--- config.mk ---
export PLATFORM = sky130hd
export DESIGN_NAME = modbus_comms_remote_setpoint
export DESIGN_NICKNAME = d
export VERILOG_FILES = /design/src/rtl/rsp_pkg.sv /design/src/rtl/interval_timer.sv /design/src/rtl/modbus_comms_remote_setpoint.sv
export SDC_FILE = /design/constraint.sdc
export NUM_CORES = 1
export LEC_CHECK = 0
export BUFFER_PORTS_ARGS = -buffer_cell sky130_fd_sc_hd__buf_2
export CAP_MARGIN = 20
export CELL_PAD_IN_SITES_DETAIL_PLACEMENT = 1
export CELL_PAD_IN_SITES_GLOBAL_PLACEMENT = 2
export CORE_AREA = 2 2 203 205
export DETAILED_ROUTE_END_ITERATION = 6
export DIE_AREA = 0 0 205 207
export PLACE_DENSITY = 0.79
export SYNTH_ARGS = -nofsm -noshare
export SYNTH_HDL_FRONTEND = slang
export SYNTH_SLANG_ARGS = --single-unit
--- constraint.sdc ---
create_clock -name CLK_IN -period 5.37 [get_ports CLK_IN]
set_input_delay 0.8055 -clock CLK_IN [delete_from_list [all_inputs] [get_ports CLK_IN]]
set_output_delay 0.8055 -clock CLK_IN [all_outputs]
set_load 0.02 [all_outputs]
--- src/rtl/rsp_pkg.sv ---
// Shared constants, carriers and enumerations of the comms setpoint block.
package rsp_pkg;

  // ***************************************************************
  // Carriers
  // ***************************************************************
  typedef struct packed {
    logic valid;
    logic port;
    logic [7:0] slave;
    logic [7:0] func;
    logic [15:0] addr;
    logic [15:0] data;
  } modbus_req_s;

  typedef struct packed {
    logic valid;
    logic exception;
    logic [7:0] code;
    logic [15:0] data;
  } modbus_rsp_s;

  typedef struct packed {
    logic valid;
    logic [7:0] slave;
    logic [7:0] func;
    logic [15:0] addr;
    logic [15:0] data;
  } modbus_wr_s;

  typedef enum logic [1:0] {
    SRC_SETPOINT,
    SRC_PROCESS,
    SRC_OUTPUT,
    SRC_ERROR
  } bcast_src_e;

  typedef enum logic {
    BC_RUN,
    BC_HELD
  } bcast_state_e;

  // ***************************************************************
  // Protocol codes and register addresses
  // ***************************************************************
  localparam logic PORT_CONFIG = 1'b0;
  localparam logic PORT_FIELD = 1'b1;
  localparam logic [7:0] FUNC_READ = 8'h03;
  localparam logic [7:0] FUNC_WRITE = 8'h06;
  localparam logic [7:0] EXC_FUNC = 8'h01;
  localparam logic [7:0] EXC_ADDR = 8'h02;
  localparam logic [7:0] EXC_COUNT = 8'h03;
  localparam logic [15:0] READ_COUNT_ONE = 16'h0001;
  localparam logic [7:0] SLAVE_ALL = 8'h00;
  localparam logic [15:0] DEST_MIN = 16'h0001;
  localparam logic [15:0] DEST_MAX = 16'h270F;

  localparam logic [15:0] ADDR_VALUE = 16'h001A;
  localparam logic [15:0] ADDR_OFFSET = 16'h001B;
  localparam logic [15:0] ADDR_FLAG = 16'h0114;
  localparam logic [15:0] ADDR_UPPER = 16'h0116;
  localparam logic [15:0] ADDR_LOWER = 16'h0117;

  // ***************************************************************
  // Values after reset
  // ***************************************************************
  localparam logic [15:0] RST_VALUE = 16'h0000;
  localparam logic [15:0] RST_OFFSET = 16'h0000;
  localparam logic [15:0] RST_FLAG = 16'h0000;
  localparam logic [15:0] RST_UPPER = 16'h7FFF;
  localparam logic [15:0] RST_LOWER = 16'h8000;

  // ***************************************************************
  // Timing
  // ***************************************************************
  localparam longint unsigned CLK_HZ = 64'd50000000;
  localparam longint unsigned CYCLE_MS = 64'd250;
  localparam longint unsigned FAIL_MS = 64'd5000;
  localparam longint unsigned QUIET_MS = 64'd30000;
  localparam logic [31:0] CYCLE_CLKS = 32'(CLK_HZ * CYCLE_MS / 64'd1000);
  localparam logic [31:0] FAIL_CLKS = 32'(CLK_HZ * FAIL_MS / 64'd1000);
  localparam logic [31:0] QUIET_CLKS = 32'(CLK_HZ * QUIET_MS / 64'd1000);

endpackage

--- src/rtl/interval_timer.sv ---
// Cycle counter that flags the end of a programmed interval.
`timescale 1ns/1ps
module interval_timer #(
  parameter logic [31:0] LIMIT = 32'h0000_0010,
  parameter logic PERIODIC = 1'b0
) (
  // Clock and reset
  input wire logic clk_in,
  input wire logic reset_n_in,
  // Control
  input wire logic restart_in,
  // Status
  output logic done_out,
  output logic expired_out
);

  logic [31:0] cnt_ff;
  logic [31:0] nxt_cnt;
  logic done_ff;
  logic nxt_done;
  logic expired_ff;
  logic nxt_expired;

  always_comb
  begin
    nxt_cnt = cnt_ff;
    nxt_done = 1'b0;
    nxt_expired = expired_ff;
    if (restart_in)
    begin
      nxt_cnt = 32'h0000_0000;
      nxt_expired = 1'b0;
    end
    else if (!expired_ff)
    begin
      if (cnt_ff >= LIMIT - 32'h0000_0001)
      begin
        nxt_done = 1'b1;
        nxt_cnt = 32'h0000_0000;
        nxt_expired = !PERIODIC;
      end
      else
      begin
        nxt_cnt = cnt_ff + 32'h0000_0001;
      end
    end
  end

  always_ff @(posedge clk_in or negedge reset_n_in)
  begin
    if (!reset_n_in)
    begin
      cnt_ff <= 32'h0000_0000;
      done_ff <= 1'b0;
      expired_ff <= 1'b0;
    end
    else
    begin
      cnt_ff <= nxt_cnt;
      done_ff <= nxt_done;
      expired_ff <= nxt_expired;
    end
  end

  assign done_out = done_ff;
  assign expired_out = expired_ff;

endmodule

--- src/rtl/modbus_comms_remote_setpoint.sv ---
// Request decode, remote setpoint registers and broadcast master.
`timescale 1ns/1ps
module modbus_comms_remote_setpoint #(
  parameter logic [31:0] CYCLE_CLKS = rsp_pkg::CYCLE_CLKS,
  parameter logic [31:0] FAIL_CLKS = rsp_pkg::FAIL_CLKS,
  parameter logic [31:0] QUIET_CLKS = rsp_pkg::QUIET_CLKS
) (
  // Clock and reset
  input wire logic CLK_IN,
  input wire logic RESET_N_IN,
  // Decoded requests and answers
  input wire rsp_pkg::modbus_req_s REQ_IN,
  output rsp_pkg::modbus_rsp_s RSP_OUT,
  // Configuration
  input wire logic PORT_SELECT_IN,
  input wire logic [7:0] DEVICE_ADDR_IN,
  input wire logic BCAST_ENABLE_IN,
  input wire rsp_pkg::bcast_src_e BCAST_SOURCE_IN,
  input wire logic [15:0] BCAST_DEST_IN,
  // Process quantities, scaled integers
  input wire logic [15:0] SETPOINT_IN,
  input wire logic [15:0] PROCESS_IN,
  input wire logic [15:0] OUTPUT_IN,
  input wire logic [15:0] ERROR_IN,
  // Broadcast write frames
  output rsp_pkg::modbus_wr_s BCAST_OUT,
  // Setpoint and status
  output logic [15:0] REMOTE_SP_OUT,
  output logic REMOTE_SP_ACTIVE_OUT,
  output logic REMOTE_FAIL_OUT,
  output logic BCAST_HELD_OUT
);

  // ***************************************************************
  // State
  // ***************************************************************
  logic [15:0] value_ff, nxt_value;
  logic [15:0] offset_ff, nxt_offset;
  logic [15:0] flag_ff, nxt_flag;
  logic [15:0] upper_ff, nxt_upper;
  logic [15:0] lower_ff, nxt_lower;
  rsp_pkg::modbus_rsp_s rsp_ff, nxt_rsp;
  rsp_pkg::modbus_wr_s bcast_ff, nxt_bcast;
  logic [15:0] sp_ff, nxt_sp;
  logic active_ff, nxt_active;
  logic fail_ff, nxt_fail;
  rsp_pkg::bcast_state_e state_ff, nxt_state;
  logic held_ff, nxt_held;

  logic hit, to_me, to_all, mapped, wr_ok, value_wr, field_me;
  logic [15:0] rd_data;
  logic signed [16:0] sum;
  logic tick, fail_expired, quiet_done;
  logic [15:0] src_val;

  // ***************************************************************
  // Timers
  // ***************************************************************
  // Holding the cycle timer in restart while disabled makes the first
  // broadcast come a full cycle after enabling, never a stale early one.
  interval_timer #(.LIMIT(CYCLE_CLKS), .PERIODIC(1'b1)) cycle_timer (
    .clk_in(CLK_IN),
    .reset_n_in(RESET_N_IN),
    .restart_in(!BCAST_ENABLE_IN),
    .done_out(tick),
    .expired_out()
  );

  interval_timer #(.LIMIT(FAIL_CLKS), .PERIODIC(1'b0)) fail_timer (
    .clk_in(CLK_IN),
    .reset_n_in(RESET_N_IN),
    .restart_in(value_wr),
    .done_out(),
    .expired_out(fail_expired)
  );

  interval_timer #(.LIMIT(QUIET_CLKS), .PERIODIC(1'b0)) quiet_timer (
    .clk_in(CLK_IN),
    .reset_n_in(RESET_N_IN),
    .restart_in(field_me),
    .done_out(quiet_done),
    .expired_out()
  );

  // ***************************************************************
  // Request decode
  // ***************************************************************
  always_comb
  begin
    hit = REQ_IN.valid && (REQ_IN.port == PORT_SELECT_IN);
    to_me = hit && (REQ_IN.slave == DEVICE_ADDR_IN);
    to_all = hit && (REQ_IN.slave == rsp_pkg::SLAVE_ALL);
    field_me = to_me && (REQ_IN.port == rsp_pkg::PORT_FIELD);
    mapped = 1'b1;
    rd_data = 16'h0000;
    case (REQ_IN.addr)
      rsp_pkg::ADDR_VALUE: rd_data = value_ff;
      rsp_pkg::ADDR_OFFSET: rd_data = offset_ff;
      rsp_pkg::ADDR_FLAG: rd_data = flag_ff;
      rsp_pkg::ADDR_UPPER: rd_data = upper_ff;
      rsp_pkg::ADDR_LOWER: rd_data = lower_ff;
      default: mapped = 1'b0;
    endcase
    wr_ok = (to_me || to_all) && mapped
      && (REQ_IN.func == rsp_pkg::FUNC_WRITE);
    value_wr = wr_ok && (REQ_IN.addr == rsp_pkg::ADDR_VALUE);
  end

  // ***************************************************************
  // Registers and answers
  // ***************************************************************
  always_comb
  begin
    nxt_value = value_ff;
    nxt_offset = offset_ff;
    nxt_flag = flag_ff;
    nxt_upper = upper_ff;
    nxt_lower = lower_ff;
    nxt_rsp = '0;
    // The only write path into these registers is the request port.
    if (wr_ok)
    begin
      case (REQ_IN.addr)
        rsp_pkg::ADDR_VALUE: nxt_value = REQ_IN.data;
        rsp_pkg::ADDR_OFFSET: nxt_offset = REQ_IN.data;
        rsp_pkg::ADDR_FLAG: nxt_flag = REQ_IN.data;
        rsp_pkg::ADDR_UPPER: nxt_upper = REQ_IN.data;
        rsp_pkg::ADDR_LOWER: nxt_lower = REQ_IN.data;
        default: nxt_value = value_ff;
      endcase
    end
    // Writes to every slave are applied silently.
    if (to_me)
    begin
      nxt_rsp.valid = 1'b1;
      nxt_rsp.code = REQ_IN.func;
      if (REQ_IN.func != rsp_pkg::FUNC_READ
        && REQ_IN.func != rsp_pkg::FUNC_WRITE)
      begin
        nxt_rsp.exception = 1'b1;
        nxt_rsp.code = rsp_pkg::EXC_FUNC;
      end
      else if (!mapped)
      begin
        nxt_rsp.exception = 1'b1;
        nxt_rsp.code = rsp_pkg::EXC_ADDR;
      end
      else if (REQ_IN.func == rsp_pkg::FUNC_READ)
      begin
        if (REQ_IN.data != rsp_pkg::READ_COUNT_ONE)
        begin
          nxt_rsp.exception = 1'b1;
          nxt_rsp.code = rsp_pkg::EXC_COUNT;
        end
        else
        begin
          nxt_rsp.data = rd_data;
        end
      end
      else
      begin
        nxt_rsp.data = REQ_IN.data;
      end
    end
  end

  // ***************************************************************
  // Remote setpoint
  // ***************************************************************
  always_comb
  begin
    sum = $signed({value_ff[15], value_ff})
      + $signed({offset_ff[15], offset_ff});
    nxt_sp = sum[15:0];
    // A 17-bit sum never wraps, so an offset cannot flip the sign.
    if (sum > $signed({upper_ff[15], upper_ff}))
    begin
      nxt_sp = upper_ff;
    end
    else if (sum < $signed({lower_ff[15], lower_ff}))
    begin
      nxt_sp = lower_ff;
    end
    nxt_fail = (flag_ff != 16'h0000) && fail_expired;
    nxt_active = (flag_ff != 16'h0000) && !nxt_fail;
  end

  // ***************************************************************
  // Broadcast master
  // ***************************************************************
  always_comb
  begin
    case (BCAST_SOURCE_IN)
      rsp_pkg::SRC_SETPOINT: src_val = SETPOINT_IN;
      rsp_pkg::SRC_PROCESS: src_val = PROCESS_IN;
      rsp_pkg::SRC_OUTPUT: src_val = OUTPUT_IN;
      rsp_pkg::SRC_ERROR: src_val = ERROR_IN;
      default: src_val = SETPOINT_IN;
    endcase
    nxt_state = state_ff;
    case (state_ff)
      rsp_pkg::BC_RUN:
      begin
        if (field_me)
        begin
          nxt_state = rsp_pkg::BC_HELD;
        end
      end
      rsp_pkg::BC_HELD:
      begin
        // A fresh request in the expiry cycle keeps the hold.
        if (quiet_done && !field_me)
        begin
          nxt_state = rsp_pkg::BC_RUN;
        end
      end
      default: nxt_state = rsp_pkg::BC_RUN;
    endcase
    nxt_held = (nxt_state == rsp_pkg::BC_HELD);
    nxt_bcast = '0;
    if (tick && BCAST_ENABLE_IN && state_ff == rsp_pkg::BC_RUN
      && !field_me && PORT_SELECT_IN == rsp_pkg::PORT_FIELD
      && BCAST_DEST_IN >= rsp_pkg::DEST_MIN
      && BCAST_DEST_IN <= rsp_pkg::DEST_MAX)
    begin
      nxt_bcast.valid = 1'b1;
      nxt_bcast.slave = rsp_pkg::SLAVE_ALL;
      nxt_bcast.func = rsp_pkg::FUNC_WRITE;
      nxt_bcast.addr = BCAST_DEST_IN;
      nxt_bcast.data = src_val;
    end
  end

  always_ff @(posedge CLK_IN or negedge RESET_N_IN)
  begin
    if (!RESET_N_IN)
    begin
      value_ff <= rsp_pkg::RST_VALUE;
      offset_ff <= rsp_pkg::RST_OFFSET;
      flag_ff <= rsp_pkg::RST_FLAG;
      upper_ff <= rsp_pkg::RST_UPPER;
      lower_ff <= rsp_pkg::RST_LOWER;
      rsp_ff <= '0;
      bcast_ff <= '0;
      sp_ff <= 16'h0000;
      active_ff <= 1'b0;
      fail_ff <= 1'b0;
      state_ff <= rsp_pkg::BC_RUN;
      held_ff <= 1'b0;
    end
    else
    begin
      value_ff <= nxt_value;
      offset_ff <= nxt_offset;
      flag_ff <= nxt_flag;
      upper_ff <= nxt_upper;
      lower_ff <= nxt_lower;
      rsp_ff <= nxt_rsp;
      bcast_ff <= nxt_bcast;
      sp_ff <= nxt_sp;
      active_ff <= nxt_active;
      fail_ff <= nxt_fail;
      state_ff <= nxt_state;
      held_ff <= nxt_held;
    end
  end

  assign RSP_OUT = rsp_ff;
  assign BCAST_OUT = bcast_ff;
  assign REMOTE_SP_OUT = sp_ff;
  assign REMOTE_SP_ACTIVE_OUT = active_ff;
  assign REMOTE_FAIL_OUT = fail_ff;
  assign BCAST_HELD_OUT = held_ff;

endmodule

==> results.json <==
{
  "final_common_cell": "dfrtp_1",
  "path_clk_slew_ns": 0.06,
  "drive_gt1_share_pct": 24.9,
  "setup_viol": 0,
  "grt_pass1_wl_um": 74600,
  "drt_iter0_drc": 538,
  "cap_violations": 0,
  "min-delay-path-class": "input port to asynchronous set/reset pin",
  "cp_slowest_cell": "o311ai_0",
  "power.density_nw_per_um2": 259,
  "antenna_found_initial": 4,
  "rows": 74,
  "h-tree-depth": 1,
  "grt_max_degree": 98,
  "vias": 12300,
  "leakage_nw": 8.29,
  "cp.arrival_ns": 5.18,
  "cpLargestDelayFamily": "compound AO/OA/AOI/OAI gates",
  "async_flop_share_pct": 100,
  "muxShareOfSynthArea_pct": 12.0,
  "synth-seq-area-share_pct": 45.3,
  "regToRegStartpoint": "value_ff[0]",
  "hold_buffers": 0,
  "slew_violations": 0,
  "synth_warnings": 0,
  "wl_met1_um": 19600,
  "cts_buffers": 31,
  "clock_sinks": 259,
  "start_kind": "flip-flop",
  "maxUsedRoutingLayer": "met5",
  "overflow": 0,
  "synth_top_family_by_area": "simple AND/OR/NAND/NOR gates",
  "synth_ff_type": "dfrtp_1",
  "io_buffers": 223,
  "synth.avg_cell_area_um2": 9.93,
  "synthDistinctLibCells": 78,
  "netlist_instances": 1444,
  "rsz0062_at_grt": "false",
  "finalNetCount": 1854,
  "p_int_mw": 3.34,
  "vias_per_cell": 5.54,
  "cts_buffer_depth": 3,
  "synth_xor_xnor_area_share_pct": 1.04,
  "cp-startpoint": "value_ff[0]",
  "cts_setup_buffers": 0,
  "crit_chain": "ha_1 > inv_1 > fa_1 > nor2b_1 > o31a_1 > o21ai_0 > o311ai_0 > ha_1 > a21o_1 > a211oi_1 > nand4b_1 > o32ai_4 > buf_4 > mux2i_1",
  "mostFrequentLayoutCells": "243 x dfrtp_1, 222 x buf_2, 117 x nand2_1",
  "wl_per_cell_um": 21.4,
  "die_area_um2": 42400,
  "synth_area_um2": 14300,
  "grt_pass1_vias": 13000,
  "ys_ff_latch": 259,
  "clock.fmax_mhz": 214,
  "critical_path_class": "flip-flop to flip-flop",
  "min_period_over_period_pct": 87.0,
  "dr.pass1.iters": 4,
  "synth-simple-area-share_pct": 18.3,
  "clkLatencyLatePin_ns": 0.59,
  "syn_to_final_growth_pct": 18.8,
  "finalHoldViolations": 0,
  "synth_compound_area_share_pct": 14.1,
  "synth_edf_count": 0,
  "switching_share_pct": 24.3,
  "setup_ws_ns": 0.697,
  "synthAdderAreaFrac_pct": 4.68,
  "postRouteAntennaNets": 0,
  "io_pins": 238,
  "pwr-share-comb_pct": 6.4,
  "maxSlewHeadroom_pct": 17.1,
  "drt_wl_total_um": 47400,
  "crit_fanout": 16,
  "track_usage_pct": 22.4,
  "dr_wl_met3_um": 2380,
  "status": "finished, final reports clean",
  "cts_tree": "done",
  "wl_met2_um": 23800,
  "p_sw_mw": 1.07,
  "clock_skew_ns": 0.00916,
  "clockRootBuffer": "clkbuf_16",
  "start_util_pct": 35.5,
  "post-place-ws_ns": 0.743,
  "clkPwrFrac_pct": 48.2,
  "ir_drop_uv": 237,
  "tns_ns": 0,
  "end_kind": "flip-flop",
  "crit_path_frequent_cell": "ha_1",
  "die_w_um": 205,
  "required_ns": 5.88,
  "critPathBufInv": 2,
  "die_h_um": 207,
  "max_stage_delay_ns": 0.74,
  "min_period_ns": 4.67,
  "core-area_um2": 40400,
  "p_seq_share_pct": 45.4,
  "cts_resized": 0,
  "place_hpwl_um": 35000,
  "route.detailed.drc": 0,
  "finalWeightedCongestion": 0.921,
  "worst_pin_slew_ns": 1.23
}
-- metal layers --
layer  track usage (%)  vias up
li1                  -     5700
met1              27.5     6173
met2              38.8      317
met3              4.28       86
met4              8.48        2
met5                 0        -
-- final cells by class --
type	count	area (µm²)
antenna	3	7.51
clock buffer	44	895
clock inverter	14	140
fill	4654	23300
inverter	64	240
multi-input combinational	1059	7300
sequential	259	6500
tap	532	666
timing repair buffer	242	1280
-- through the flow --
stage	std cells	instance area [µm²]	hold slack (ns)	utilization, %	total power, mW
2_1_floorplan	1464	14400	0.409	-	2.17
3_3_place_gp	2156	16000	0.421	39.6	2.32
3_5_place_dp	2156	16000	0.427	39.6	2.32
4_1_cts	2214	17000	0.250	42.2	4.48
5_1_grt	2217	17000	0.253	42.2	4.59
6_report	2217	17000	0.200	42.2	4.41
-- power by group through the flow --
stage / clock network (mW) / registers, mW / logic (mW)
2_1_floorplan: 0 / 2.04 / 0.131
3_3_place_gp: 0 / 2.04 / 0.280
3_5_place_dp: 0 / 2.04 / 0.287
4_1_cts: 2.19 / 2.00 / 0.287
5_1_grt: 2.27 / 2.01 / 0.314
6_report: 2.13 / 2.00 / 0.282
-- synthesized netlist by cell type, types with 5 or more instances --
master,number,area [µm²]
a21oi_1,95,475
a31oi_1,13,81.3
dfstp_2,16,420
inv_1,63,236
dfrtp_1,243,6080
mux4_2,16,360
ha_1,52,651
and3_1,36,225
nor4_1,43,269
nand2_1,117,439
or3_1,8,50.1
o21a_1,6,45.0
o21ai_0,112,561
mux2_2,59,664
clkbuf_1,43,161
a211oi_1,9,67.6
a311oi_1,21,184
nand4_1,26,163
nand2b_1,14,87.6
a41oi_1,6,52.6
and2_1,43,269
mux2_4,6,90.1
a2111oi_0,5,43.8
nand4b_1,5,43.8
buf_2,13,65.1
nand3b_1,7,52.6
nor3_1,24,120
nand3_1,40,200
nor2_1,89,334
o22ai_1,20,125
nor2b_1,7,43.8
mux2i_1,60,601
xor2_1,9,78.8
and4_1,8,70.1
xnor2_1,8,70.1
a21o_1,12,90.1
buf_4,20,150
-- flip-flops by register name, summed over array words and instances, names as in the netlist, 16 cells and up --
register / count
quiet_timer.cnt_ff: 32
flag_ff: 16
value_ff: 16
REMOTE_SP_OUT: 16
offset_ff: 16
lower_ff: 16
fail_timer.cnt_ff: 32
BCAST_OUT: 33
RSP_OUT: 26
cycle_timer.cnt_ff: 32
upper_ff: 16
-- cell families (layout without fill, tap and decap cells) --
logic type | Yosys count | after routing
other cells | 1 | 24
simple gates | 496 | 496
buf+inv | 146 | 364
mux | 141 | 141
fa+ha+maj | 53 | 53
xor+xnor | 17 | 17
compound gates | 331 | 331
flops | 259 | 259
-- worst paths after layout --
check | end | slack, ns | cells past startpoint
hold reg to reg | BCAST_HELD_OUT | 0.46 | 1
setup / recovery | REMOTE_SP_OUT[1] | 0.70 | 14
min in group CLK_IN | BCAST_OUT[22] | 0.44 | 2
max in group asynchronous | value_ff[10] | 3.91 | 2
setup reg to reg | REMOTE_SP_OUT[1] | 0.70 | 14
hold / removal | REMOTE_SP_OUT[9] | 0.20 | 1
Power figures use the tool's default switching activity.
